--- src/hw/apms_defines.svh ---
// timing, register offsets and device addresses for the power-mode sequencer
// assumes a 200 MHz system clock and a page 0 device register space
`ifndef APMS_DEFINES_SVH
`define APMS_DEFINES_SVH
// clock rate and least waits in microseconds
`define APMS_CLK_MHZ 200
`define APMS_T_INIT_US 2000
`define APMS_T_WAKE_US 1000
`define APMS_T_SLEEP_US 6000
`define APMS_T_POLL_US 1000
`define APMS_T_DOWN_US 10000
`define APMS_T_OFF_US 100000
// device registers, page 0
`define APMS_R_SWRST 8'h01
`define APMS_V_SWRST 8'h01
`define APMS_R_SLEEP 8'h02
`define APMS_R_CH0 8'h28
`define APMS_R_PWR 8'h78
`define APMS_R_STAT 8'h7a
`define APMS_STAT_HI 7
`define APMS_STAT_LO 5
`define APMS_STAT_ASLEEP 3'h4
// host register byte offsets
`define APMS_A_CTRL 5'h00
`define APMS_A_STAT 5'h04
`define APMS_A_CHLO 5'h08
`define APMS_A_CHHI 5'h0c
`define APMS_A_PWR 5'h10
`define APMS_A_SLP 5'h14
// control bits
`define APMS_C_UP 0
`define APMS_C_WAKE 1
`define APMS_C_SLEEP 2
`define APMS_C_DOWN 3
`define APMS_C_SLOW 4
`define APMS_C_ERRCLR 7
// reset values
`define APMS_RST_CH 32'h0000_0000
`define APMS_RST_PWR 8'h00
`define APMS_RST_WAKEV 8'h00
`define APMS_RST_SLEEPV 8'h01
`endif

--- src/hw/apms_pkg.sv ---
// types shared by the power-mode sequencer
// assumes apms_defines.svh carries all numbers
package apms_pkg;
  typedef enum logic [10:0] {
    ST_OFF        = 11'h001,
    ST_RAMP       = 11'h002,
    ST_INIT       = 11'h004,
    ST_SLEEP      = 11'h008,
    ST_WAKE_WAIT  = 11'h010,
    ST_CFG        = 11'h020,
    ST_ACTIVE     = 11'h040,
    ST_SLEEP_WAIT = 11'h080,
    ST_POLL       = 11'h100,
    ST_DOWN_WAIT  = 11'h200,
    ST_XFER       = 11'h400
  } apms_state_t;
  typedef logic [24:0] apms_cnt_t;
endpackage

--- src/hw/apms_timer.sv ---
// loadable down-counter timing the least waits of the sequencer
// assumes load is a one-cycle pulse; done is low during the load cycle
module apms_timer
  import apms_pkg::*;
(
  input wire logic sys_clk,
  input wire logic rst_n,
  input wire logic load,
  input wire apms_pkg::apms_cnt_t val,
  output logic done
);
  apms_cnt_t cnt_q;

  // count down to zero after each load
  always_ff @(posedge sys_clk or negedge rst_n) begin
    if (!rst_n) begin
      cnt_q <= '0;
    end else if (load) begin
      cnt_q <= val;
    end else if (cnt_q != '0) begin
      cnt_q <= cnt_q - 25'h1;
    end
  end

  // stale zero is masked while a new wait is loaded
  assign done = (cnt_q == '0) && !load;
endmodule // apms_timer

--- src/hw/apms_seq.sv ---
// host-side power-mode sequencer for a stereo audio converter
// assumes an external control-bus engine (ctl_*) and an audio clock generator gated by asi_clk_en
// How it works
// - wait 2 ms after supplies before anything
// - wake: write sleep register, sleep cleared
// - wait 1 ms after the wake write
// - then write the eight channel-enable registers
// - then power up the converter register
// - start frame and bit clocks after wake
// - sleep: write sleep register, sleep set
// - wait 6 ms after the sleep write
// - stop clocks only when status field 100
// - rewake: wake write, wait, clocks, no reprogram
// - bus traffic only after supplies stable
// - allow 2 ms before the first transaction
// - allow 10 ms before removing supplies
// - hold 100 ms between power-down and power-up
// - slow ramp: software reset goes first
// - device inputs held static while supplies off
`include "apms_defines.svh"
module apms_seq #(
  parameter int unsigned INIT_CYC = `APMS_T_INIT_US * `APMS_CLK_MHZ,
  parameter int unsigned WAKE_CYC = `APMS_T_WAKE_US * `APMS_CLK_MHZ,
  parameter int unsigned SLEEP_CYC = `APMS_T_SLEEP_US * `APMS_CLK_MHZ,
  parameter int unsigned POLL_CYC = `APMS_T_POLL_US * `APMS_CLK_MHZ,
  parameter int unsigned DOWN_CYC = `APMS_T_DOWN_US * `APMS_CLK_MHZ,
  parameter int unsigned OFF_CYC = `APMS_T_OFF_US * `APMS_CLK_MHZ
) (
  input wire logic sys_clk,
  input wire logic rst_n,
  input wire logic [4:0] avs_address,
  input wire logic avs_read,
  input wire logic avs_write,
  input wire logic [31:0] avs_writedata,
  input wire logic [3:0] avs_byteenable,
  output logic [31:0] avs_readdata,
  output logic avs_waitrequest,
  output logic sup_en,
  input wire logic sup_good,
  output logic ctl_req,
  output logic ctl_rnw,
  output logic [7:0] ctl_addr,
  output logic [7:0] ctl_wdata,
  input wire logic ctl_ack,
  input wire logic [7:0] ctl_rdata,
  output logic asi_clk_en
);
  import apms_pkg::*;

  logic rst_meta_q, rst_q;
  logic wait_q;
  logic [31:0] rdata_q, chlo_q, chhi_q;
  logic [7:0] pwr_q, wakev_q, sleepv_q, stat_q, addr_q, wdata_q;
  logic slow_q, err_q, up_pend_q, cfgd_q, sup_q, req_q, rnw_q, clk_q, tmr_ld_q;
  apms_state_t st_q, ret_q;
  logic [3:0] idx_q;
  apms_cnt_t tmr_val_q;
  logic tmr_done, acc, wr_ctrl;
  logic [3:0] cmd;
  logic [7:0] ch_byte;
  logic [63:0] ch_all;

  // reset released through two flops
  always_ff @(posedge sys_clk or negedge rst_n) begin
    if (!rst_n) begin
      rst_meta_q <= 1'b0;
      rst_q <= 1'b0;
    end else begin
      rst_meta_q <= 1'b1;
      rst_q <= rst_meta_q;
    end
  end

  // byte-lane merge for configuration words
  function automatic logic [31:0] bmerge(input logic [31:0] old, input logic [31:0] nw, input logic [3:0] be);
    logic [31:0] r;
    r = old;
    for (int i = 0; i < 4; i++) begin
      if (be[i]) r[i*8 +: 8] = nw[i*8 +: 8];
    end
    return r;
  endfunction

  // an access completes at the edge where waitrequest is low
  assign acc = (avs_read || avs_write) && !wait_q;
  assign wr_ctrl = acc && avs_write && avs_address == `APMS_A_CTRL && avs_byteenable[0];
  assign cmd = wr_ctrl ? avs_writedata[3:0] : 4'h0;

  // one wait cycle per access, read data registered
  always_ff @(posedge sys_clk or negedge rst_q) begin
    if (!rst_q) begin
      wait_q <= 1'b1;
      rdata_q <= 32'h0;
    end else if ((avs_read || avs_write) && wait_q) begin
      wait_q <= 1'b0;
      case (avs_address)
        `APMS_A_CTRL: rdata_q <= {27'h0, slow_q, 4'h0};
        `APMS_A_STAT: rdata_q <= {err_q, 4'h0, sup_q, clk_q, cfgd_q, 5'h0, stat_q[`APMS_STAT_HI:`APMS_STAT_LO],
                                  5'h0, st_q};
        `APMS_A_CHLO: rdata_q <= chlo_q;
        `APMS_A_CHHI: rdata_q <= chhi_q;
        `APMS_A_PWR: rdata_q <= {24'h0, pwr_q};
        `APMS_A_SLP: rdata_q <= {16'h0, sleepv_q, wakev_q};
        default: rdata_q <= 32'h0;
      endcase
    end else begin
      wait_q <= 1'b1;
    end
  end

  // configuration registers written by software
  always_ff @(posedge sys_clk or negedge rst_q) begin
    if (!rst_q) begin
      chlo_q <= `APMS_RST_CH;
      chhi_q <= `APMS_RST_CH;
      pwr_q <= `APMS_RST_PWR;
      wakev_q <= `APMS_RST_WAKEV;
      sleepv_q <= `APMS_RST_SLEEPV;
      slow_q <= 1'b0;
    end else if (acc && avs_write) begin
      case (avs_address)
        `APMS_A_CTRL: if (avs_byteenable[0]) slow_q <= avs_writedata[`APMS_C_SLOW];
        `APMS_A_CHLO: chlo_q <= bmerge(chlo_q, avs_writedata, avs_byteenable);
        `APMS_A_CHHI: chhi_q <= bmerge(chhi_q, avs_writedata, avs_byteenable);
        `APMS_A_PWR: if (avs_byteenable[0]) pwr_q <= avs_writedata[7:0];
        `APMS_A_SLP: begin
          if (avs_byteenable[0]) wakev_q <= avs_writedata[7:0];
          if (avs_byteenable[1]) sleepv_q <= avs_writedata[15:8];
        end
        default: ;
      endcase
    end
  end

  // refused commands set a sticky flag; a new refusal wins over the clear
  always_ff @(posedge sys_clk or negedge rst_q) begin
    if (!rst_q) begin
      err_q <= 1'b0;
    end else if ((cmd[`APMS_C_UP] && st_q != ST_OFF) ||
                 ((cmd[`APMS_C_WAKE] || cmd[`APMS_C_DOWN]) && st_q != ST_SLEEP) ||
                 (cmd[`APMS_C_SLEEP] && st_q != ST_ACTIVE)) begin
      err_q <= 1'b1;
    end else if (wr_ctrl && avs_writedata[`APMS_C_ERRCLR]) begin
      err_q <= 1'b0;
    end
  end

  assign ch_all = {chhi_q, chlo_q};
  assign ch_byte = ch_all[idx_q[2:0]*8 +: 8];

  apms_timer u_tmr (
    .sys_clk(sys_clk),
    .rst_n(rst_q),
    .load(tmr_ld_q),
    .val(tmr_val_q),
    .done(tmr_done)
  );

  // sequencing state machine and device-facing outputs
  always_ff @(posedge sys_clk or negedge rst_q) begin
    if (!rst_q) begin
      st_q <= ST_OFF;
      ret_q <= ST_OFF;
      idx_q <= 4'h0;
      sup_q <= 1'b0;
      req_q <= 1'b0;
      rnw_q <= 1'b0;
      addr_q <= 8'h0;
      wdata_q <= 8'h0;
      clk_q <= 1'b0;
      cfgd_q <= 1'b0;
      stat_q <= 8'h0;
      up_pend_q <= 1'b0;
      tmr_ld_q <= 1'b0;
      tmr_val_q <= '0;
    end else begin
      tmr_ld_q <= 1'b0;
      if (cmd[`APMS_C_UP] && st_q == ST_OFF) up_pend_q <= 1'b1;
      case (st_q)
        ST_OFF: if (up_pend_q && tmr_done) begin
          up_pend_q <= 1'b0;
          sup_q <= 1'b1;
          st_q <= ST_RAMP;
        end
        ST_RAMP: if (sup_good) begin
          tmr_val_q <= apms_cnt_t'(INIT_CYC);
          tmr_ld_q <= 1'b1;
          st_q <= ST_INIT;
        end
        ST_INIT: if (tmr_done) begin
          cfgd_q <= 1'b0;
          if (slow_q) begin
            req_q <= 1'b1;
            rnw_q <= 1'b0;
            addr_q <= `APMS_R_SWRST;
            wdata_q <= `APMS_V_SWRST;
            ret_q <= ST_SLEEP;
            st_q <= ST_XFER;
          end else begin
            st_q <= ST_SLEEP;
          end
        end
        ST_SLEEP: if (cmd[`APMS_C_WAKE]) begin
          req_q <= 1'b1;
          rnw_q <= 1'b0;
          addr_q <= `APMS_R_SLEEP;
          wdata_q <= wakev_q;
          tmr_val_q <= apms_cnt_t'(WAKE_CYC);
          ret_q <= ST_WAKE_WAIT;
          st_q <= ST_XFER;
        end else if (cmd[`APMS_C_DOWN]) begin
          tmr_val_q <= apms_cnt_t'(DOWN_CYC);
          tmr_ld_q <= 1'b1;
          st_q <= ST_DOWN_WAIT;
        end
        ST_WAKE_WAIT: if (tmr_done) begin
          clk_q <= 1'b1;
          idx_q <= 4'h0;
          st_q <= cfgd_q ? ST_ACTIVE : ST_CFG;
        end
        ST_CFG: begin
          req_q <= 1'b1;
          rnw_q <= 1'b0;
          addr_q <= idx_q[3] ? `APMS_R_PWR : `APMS_R_CH0 + {5'h0, idx_q[2:0]};
          wdata_q <= idx_q[3] ? pwr_q : ch_byte;
          idx_q <= idx_q + 4'h1;
          cfgd_q <= idx_q[3];
          ret_q <= idx_q[3] ? ST_ACTIVE : ST_CFG;
          st_q <= ST_XFER;
        end
        ST_ACTIVE: if (cmd[`APMS_C_SLEEP]) begin
          req_q <= 1'b1;
          rnw_q <= 1'b0;
          addr_q <= `APMS_R_SLEEP;
          wdata_q <= sleepv_q;
          tmr_val_q <= apms_cnt_t'(SLEEP_CYC);
          ret_q <= ST_SLEEP_WAIT;
          st_q <= ST_XFER;
        end
        ST_SLEEP_WAIT: if (tmr_done) begin
          req_q <= 1'b1;
          rnw_q <= 1'b1;
          addr_q <= `APMS_R_STAT;
          ret_q <= ST_POLL;
          st_q <= ST_XFER;
        end
        ST_POLL: if (stat_q[`APMS_STAT_HI:`APMS_STAT_LO] == `APMS_STAT_ASLEEP) begin
          clk_q <= 1'b0;
          st_q <= ST_SLEEP;
        end else begin
          tmr_val_q <= apms_cnt_t'(POLL_CYC);
          tmr_ld_q <= 1'b1;
          st_q <= ST_SLEEP_WAIT;
        end
        ST_DOWN_WAIT: if (tmr_done) begin
          sup_q <= 1'b0;
          tmr_val_q <= apms_cnt_t'(OFF_CYC);
          tmr_ld_q <= 1'b1;
          st_q <= ST_OFF;
        end
        ST_XFER: if (ctl_ack) begin
          req_q <= 1'b0;
          if (rnw_q) stat_q <= ctl_rdata;
          tmr_ld_q <= 1'b1;
          st_q <= ret_q;
        end
        default: st_q <= ST_OFF;
      endcase
    end
  end

  assign avs_readdata = rdata_q;
  assign avs_waitrequest = wait_q;
  assign sup_en = sup_q;
  assign ctl_req = req_q;
  assign ctl_rnw = rnw_q;
  assign ctl_addr = addr_q;
  assign ctl_wdata = wdata_q;
  assign asi_clk_en = clk_q;

  // elapsed-time counters read only by the checks below
  apms_cnt_t good_t_q, r2_t_q, slp_t_q, off_t_q;
  always_ff @(posedge sys_clk or negedge rst_q) begin
    if (!rst_q) begin
      good_t_q <= '0;
      r2_t_q <= '0;
      slp_t_q <= '0;
      off_t_q <= '1;
    end else begin
      good_t_q <= !sup_good ? '0 : good_t_q + apms_cnt_t'(good_t_q != '1);
      r2_t_q <= (ctl_ack && req_q && addr_q == `APMS_R_SLEEP) ? '0 : r2_t_q + apms_cnt_t'(r2_t_q != '1);
      slp_t_q <= (st_q != ST_SLEEP && st_q != ST_DOWN_WAIT) ? '0 : slp_t_q + apms_cnt_t'(slp_t_q != '1);
      off_t_q <= sup_q ? '0 : off_t_q + apms_cnt_t'(off_t_q != '1);
    end
  end
endmodule // apms_seq

--- config.mk ---
export PLATFORM = sky130hd
export DESIGN_NAME = apms_seq
export DESIGN_NICKNAME = d
export VERILOG_FILES = /design/src/hw/apms_pkg.sv /design/src/hw/apms_timer.sv /design/src/hw/apms_seq.sv
export VERILOG_INCLUDE_DIRS = /design/src /design/src/hw
export SDC_FILE = /design/constraint.sdc
export NUM_CORES = 1
export LEC_CHECK = 0
export ABC_CLOCK_PERIOD_IN_PS = 9000
export BUFFER_PORTS_ARGS = -buffer_cell sky130_fd_sc_hd__clkbuf_2
export CAP_MARGIN = 10
export CELL_PAD_IN_SITES_DETAIL_PLACEMENT = 1
export CELL_PAD_IN_SITES_GLOBAL_PLACEMENT = 1
export CORE_ASPECT_RATIO = 0.5
export CORE_MARGIN = 8
export CORE_UTILIZATION = 45
export CTS_CLUSTER_DIAMETER = 100
export DETAILED_ROUTE_END_ITERATION = 10
export PLACE_DENSITY_LB_ADDON = 0.1
export SYNTH_ARGS = -nofsm -noshare
export SYNTH_HDL_FRONTEND = slang
export SYNTH_SLANG_ARGS = --single-unit
--- constraint.sdc ---
create_clock -name sys_clk -period 9 [get_ports sys_clk]
set_clock_uncertainty 0.2 [all_clocks]
set_input_delay 0.9 -clock sys_clk [delete_from_list [all_inputs] [get_ports sys_clk]]
set_output_delay 0.9 -clock sys_clk [all_outputs]
set_load 0.02 [all_outputs]
# ---- After elaboration in Yosys (flattened, before gate mapping)
# Cells that the tools add are included.
dict set report op_classes {
  shift 1
  add_sub_neg 3
  n_mux 76
  eq_ne 33
  n_reduce_logical 53
}
# operator n
set op_table {}
lappend op_table {{$mux 25} 8}
lappend op_table {{$pmux 32 s6} 1}
lappend op_table {{$mux 11} 16}
lappend op_table {{$pmux 25 s5} 1}
lappend op_table {{$pmux 11 s11} 1}
lappend op_table {{$mux 8} 9}
lappend op_table {{$shiftx 64x7->8} 1}
lappend op_table {{$pmux 11 s5} 1}
lappend op_table {{$reduce_and 3->1} 15}
lappend op_table {{$pmux 8 s5} 1}
lappend op_table {{$pmux 8 s4} 1}
lappend op_table {{$logic_not 25->1} 1}
lappend op_table {{$mux 1} 25}
lappend op_table {{$reduce_bool 25->1} 1}
lappend op_table {{$sub 25x1->25 const B} 1}
lappend op_table {{$ne 2x2->1 const B} 11}
lappend op_table {{$mux 7} 3}
lappend op_table {{$logic_and 1x1->1} 12}
lappend op_table {{$reduce_and 6->1} 2}
lappend op_table {{$reduce_bool 2->1} 6}
lappend op_table {{$eq 11x1->1 const B} 1}
lappend op_table {{$eq 11x10->1 const B} 1}
lappend op_table {{$eq 11x11->1 const B} 1}
lappend op_table {{$eq 11x2->1 const B} 1}
lappend op_table {{33 further kinds} 45}
dict set report word_totals {
  wordCells 198
  out_inout_bits 53
  reg_bits 232
  inputBits 55
}

# ---- Longest topological paths before layout
dict set report logic_depth {
  ltp_word 11
  depth_mapped 10
  mapped_depth_nobuf 8
}

# ---- Hierarchy
# A second synthesis with hierarchy kept.
dict set report unflattened {
  hier_cells 897
  hier_area_um2 10441.3
}
# mod n_inst cells_per_inst seq_area_each_um2 area_per_inst_um2
set modules_own_cells {}
lappend modules_own_cells {apms_seq 1 726 4609.4 8878.5}
lappend modules_own_cells {apms_timer 1 171 625.6 1562.7}

# ---- Worst setup path after synthesis
# Ideal clock, no wire load.
dict set report synth_path {
  path_type {input-to-reg}
  startpoint {in avs_write}
  endpoint {reg addr_q[5] (netlist: ctl_addr[5])}
  path_buffers 2
  setup_slack_ns 6.002
  stages 8
  setup_time_ns 0.128
  t_arrival_ns 2.671
  required_ns 8.672
  cell_sequence {clkbuf_1 nor4bb_1 nand2_1 o21ai_1 o211ai_2 or2_1 buf_4 mux2_1}
}
dict set report synth_via {
  elab_chain_cells 8
  word_cells_on_any_way 9
  cone_classes {eq/ne: 2; mux: 1; reduce/logical: 6}
}
# element line
set synth_lines {}
lappend synth_lines {{start: declaration} apms_seq.sv:33} ;# input wire logic avs_write,
lappend synth_lines {{$logic_or 1x1->1} apms_seq.sv:85} ;# assign acc = (avs_read || avs_write) && !wait_q;
lappend synth_lines {{$logic_and 1x1->1} apms_seq.sv:85}
lappend synth_lines {{$logic_and 1x1->1 (*)} apms_seq.sv:86} ;# assign wr_ctrl = acc && avs_write && avs_address == `APMS_A_CTRL && avs_byteenable[0];
lappend synth_lines {{$logic_and 1x1->1 (no source line) (*)} -}
lappend synth_lines {{$logic_and 1x1->1 (*)} apms_seq.sv:86}
lappend synth_lines {{$mux 4 (*)} apms_seq.sv:87} ;# assign cmd = wr_ctrl ? avs_writedata[3:0] : 4'h0;
lappend synth_lines {{$ne 2x2->1 (no source line)} -}
lappend synth_lines {{$reduce_and 6->1 (no source line) (*)} -}
lappend synth_lines {{end signal: assignment} apms_seq.sv:195} ;# addr_q <= `APMS_R_SWRST;
lappend synth_lines {{end signal: assignment} apms_seq.sv:206} ;# addr_q <= `APMS_R_SLEEP;
lappend synth_lines {{end signal: assignment} apms_seq.sv:224} ;# addr_q <= idx_q[3] ? `APMS_R_PWR : `APMS_R_CH0 + {5'h0, idx_q[2:0]};
lappend synth_lines {{end: declaration} apms_seq.sv:53} ;# logic [7:0] pwr_q, wakev_q, sleepv_q, stat_q, addr_q, wdata_q;
# Mark *: on every way between the ends. The rest lies on a longest branch, timed or not.
# A chain may end at the register's enable or synchronous reset.

# ---- Worst setup path after layout
dict set report layout_path {
  startpoint {reg st_q[8]}
  endpoint {reg addr_q[5] (netlist: ctl_addr[5])}
}
dict set report layout_via {
  elab_chain_cells 3
  word_cells_on_any_way 13
  cone_classes {eq/ne: 10; mux: 1; reduce/logical: 2}
}
# element line
set layout_lines {}
lappend layout_lines {{start: declaration} apms_seq.sv:55} ;# apms_state_t st_q, ret_q;
lappend layout_lines {{start signal: assignment} apms_seq.sv:219} ;# st_q <= cfgd_q ? ST_ACTIVE : ST_CFG;
lappend layout_lines {{start signal: assignment} apms_seq.sv:265} ;# st_q <= ret_q;
lappend layout_lines {{$eq 11x8->1, or another cell as far along} apms_seq.sv:179} ;# case (st_q)
lappend layout_lines {{$reduce_bool 5->1 (no source line) or $ne 2x2->1 (tied branches)} -}
lappend layout_lines {{$reduce_and 6->1 (no source line)} -}
# Parallel ways exist; a longest one is shown, timed or not.

==> qor.txt <==
Synth Register Bits = 209
Tot Pwr = 0.00208 W
worst reg2reg setup slack = 5.14 ns
simple-gate portion of the synthesized area = 12.4%
Residual DRC = 0
sequential power share = 49.0%
fillcell total = 2,390
Compound-Gate Fraction of Synth Area = 13.2%
largest net degree at the start of global routing = 74
DR vias/cell = 6.25
Post-Syn Area = 0.0102 mm2
post-synthesis mux area share = 17.4%
clock share of power = 45.0%
Seq/Total Area, Yosys = 51.4%
first-pass GRT wire length = 54.5 mm
Post-Syn Instances = 876
Mean Syn Cell Area = 11.6 um2
CP required = 9.19 ns
count of unique library cells instantiated by Yosys = 75
Data arrival, critical path = 4.06 ns
utilization after layout = 51.8%
fin crit share = 42.9%
Boundary Pins = 108
Yosys top cell area share = 50.4%
die height = 122 um
Area after DPL = 0.0109 mm2
unrepaired setup endpoints after global routing = false
Worst-Margin Slew = 1.27 ns
worst skew pair latency = 0.52 ns
vias in the first global route = 8,399
Pint = 0.00158 W
Primary FF master, synth = dfrtp_1
Power Dens Cells = 179 mW/mm2
xor/xnor share of the synthesized area = 2.15%
Fmax = 0.259 GHz
final non-filler cell area = 0.0117 mm2
Worst slew margin = 15.2%
Post-CTS Setup Bufs = 0
Area contributors post-synth = dfrtp_1 50%, mux2_2 11%, mux4_2 3.5%, nand2_1 3.1%, o21ai_0 2.3%
Vias = 8,007
Area Growth Syn to Fin = 14.6%
crit path time final = 3.86 ns
cts bufs inserted = 21
post-synth top area cell = dfrtp_1
clock sink count = 209
synth warn = 0
largest family of logic cells by synthesized area = multiplexers
CTS tree = done
Hold Buf Count CTS = 1
Total Neg Setup Slack = 0 ns
port bufs = 101
root buffer cell = clkbuf_16
Routed Antenna Nets = 0
Switching Power = 0.000502 W
drt initial violations = 1,019
Die Area = 0.0280 mm2
critical path class = reg -> reg
Async S/R FF share, synth = 100%
share of layout cells above drive strength 1 = 30.2%
final net count = 1,018
max-cap viol count = 0
Synth Net Count = 934
Antenna Cells = 0
drt pass-1 iters = 9
status = finished clean
LEAKAGE = 5.40 nW
Final HPWL DP = 26.5 mm
Initial Util = 45.2%
Comb pwr share = 5.9%
GRT Residual Overflow = 0
Die X = 229 um
EDFF count, synth = 0
CTS H-Tree Depth = 1
Clock Tree Buf Depth = 3
WL per Instance = 28.1 um
Core Footprint = 0.0225 mm2
num rows = 39
Register Area = 0.00524 mm2
sw frac = 24.1%
Clock transition at path regs = 0.06 ns
Final Setup Violations = 0
aggregate global-route resource usage = 25.5%
VDD IR max = 133 uV
Multi-input gate area = 0.00465 mm2
GP Congestion = 0.881
type of origin of the critical path = flop
Hold Vio Cnt, Final = 0
Total Wirelength = 36.0 mm
min-delay worst type = reg -> reg
Adder-Cell Fraction of Synth Area = 0.369%
Max Slew Vio Count = 0
post_cts resized = 0
initial antenna violation count = 1
CP Capture Type = flop
Critical Path Fanout Max = 14
[path summary, 6_finish.rpt]
kind | end | from | depth (start not counted)
setup / recovery | ctl_addr[5]$_DFFE_PN0P_ | st_q[8]$_DFFE_PN0P_ | 6
max in group asynchronous | chhi_q[14]$_DFFE_PN0P_ | rst_q$_DFF_PN0_ | 1
hold reg to reg | rst_q$_DFF_PN0_ | rst_meta_q$_DFF_PN0_ | 0
min in group asynchronous | u_tmr.cnt_q[16]$_DFFE_PN0P_ | rst_q$_DFF_PN0_ | 0
setup reg to reg | ctl_addr[5]$_DFFE_PN0P_ | st_q[8]$_DFFE_PN0P_ | 6
hold / removal | rst_q$_DFF_PN0_ | rst_meta_q$_DFF_PN0_ | 0
[synth_stat cells (all sizes together), types with 4 or more instances]
master	number
nand3	14
o211ai	4
nor3b	6
nor2b	7
a221oi	8
mux4	16
inv	12
clkbuf	40
buf	16
xor2	13
a222oi	18
nor3	23
dfrtp	205
a22o	23
or3	5
a21o	9
nor2	40
o21ai	63
mux2	108
nor4	11
nand4	8
dfstp	4
nand2	84
a21oi	26
xnor2	12
mux2i	19
o22ai	5
or4	6
nand4b	5
a22oi	13
nor4b	5
[power by group through the flow]
| stage | Clock (W) | Sequential (W) | Combinational [W] |
|---|---|---|---|
| final | 0.000937 | 0.00102 | 0.000124 |
| after global routing | 0.000984 | 0.00103 | 0.000134 |
| after CTS | 0.000946 | 0.00102 | 0.000124 |
| after detailed placement | 0 | 0.00104 | 0.000123 |
| after global placement | 0 | 0.00103 | 0.000116 |
| after floorplan | 0 | 0.00103 | 0.0000670 |
[final cells by class]
| type | count | share of cell area (%) |
|---|---|---|
| clock buffers | 28 | 5.07 |
| clock inverters | 9 | 1.05 |
| inverters | 12 | 0.386 |
| multi-input cells | 599 | 39.9 |
| flip-flops and latches | 209 | 44.9 |
| well taps | 307 | 3.29 |
| repair buffers | 117 | 5.36 |
[cell usage in the layout (no fill, tap or decap), types with 4 or more instances in the layout]
| cell type | count |
|---|---|
| xor2_1 | 13 |
| a22oi_1 | 13 |
| clkbuf_8 | 4 |
| mux2_1 | 11 |
| nor4_1 | 8 |
| or3_1 | 4 |
| nand2_1 | 84 |
| nor3_1 | 19 |
| nor4b_1 | 4 |
| buf_4 | 14 |
| a21oi_1 | 26 |
| o21ai_1 | 16 |
| dfstp_2 | 4 |
| nand4_1 | 8 |
| nand4b_1 | 4 |
| clkinv_2 | 5 |
| nand3_1 | 14 |
| mux2i_1 | 19 |
| nor2_1 | 40 |
| dfrtp_1 | 204 |
| clkbuf_16 | 21 |
| a21o_1 | 9 |
| nor2b_1 | 7 |
| a221oi_1 | 8 |
| clkbuf_2 | 101 |
| mux2_2 | 97 |
| a22o_1 | 23 |
| inv_1 | 12 |
| nor3_2 | 4 |
| o21ai_0 | 46 |
| mux4_2 | 16 |
| or4_1 | 4 |
| o22ai_1 | 5 |
| a222oi_1 | 18 |
| xnor2_1 | 12 |
[metal layers]
layer  part of all wire, %  up-vias  track usage (%)
met5                  0.35        -             3.13
met3                   9.7       42             6.60
met1                    49     4151             40.9
li1                      -     3451                -
met2                    39      361             33.5
met4                   1.4        2             4.35
[metrics by stage]
| stage | instances | worst slack (ns) | hold slack (ns) |
|---|---|---|---|
| after global routing | 1281 | 5.04 | 0.168 |
| after global placement | 1242 | 5.09 | 0.142 |
| final | 1281 | 5.14 | 0.159 |
| after CTS | 1280 | 5.28 | 0.162 |
| after floorplan | 876 | 2.55 | 0.131 |
| after detailed placement | 1242 | 5.06 | 0.136 |
[critical path, cell delays in order, from the launching register on]
cell and delay, ns:
dfrtp_1 0.58, nor3_1 0.79, and4_1 0.81, o21ai_1 0.30, o211ai_2 0.19, or2_1 0.50
mux2_1 0.37
[logic make-up (layout without fill, tap and decap cells)]
group | count (synthesis) | count (layout)
compound gates | 192 | 192
xor+xnor | 25 | 25
fa+ha+maj | 3 | 3
buf+inv | 68 | 166
flops | 209 | 209
mux | 143 | 143
other cells | 2 | 2
simple gates | 234 | 234
[state kept, by name, indices dropped and copies added, names as in the netlist, 3 cells and up]
register,count
ret_q,7
tmr_val_q,14
chhi_q,32
wakev_q,8
ctl_wdata,8
avs_readdata,32
u_tmr.cnt_q,25
stat_q,3
pwr_q,8
idx_q,4
st_q,11
chlo_q,32
sleepv_q,8
ctl_addr,5
No activity file was read; power rests on OpenSTA's default activity.
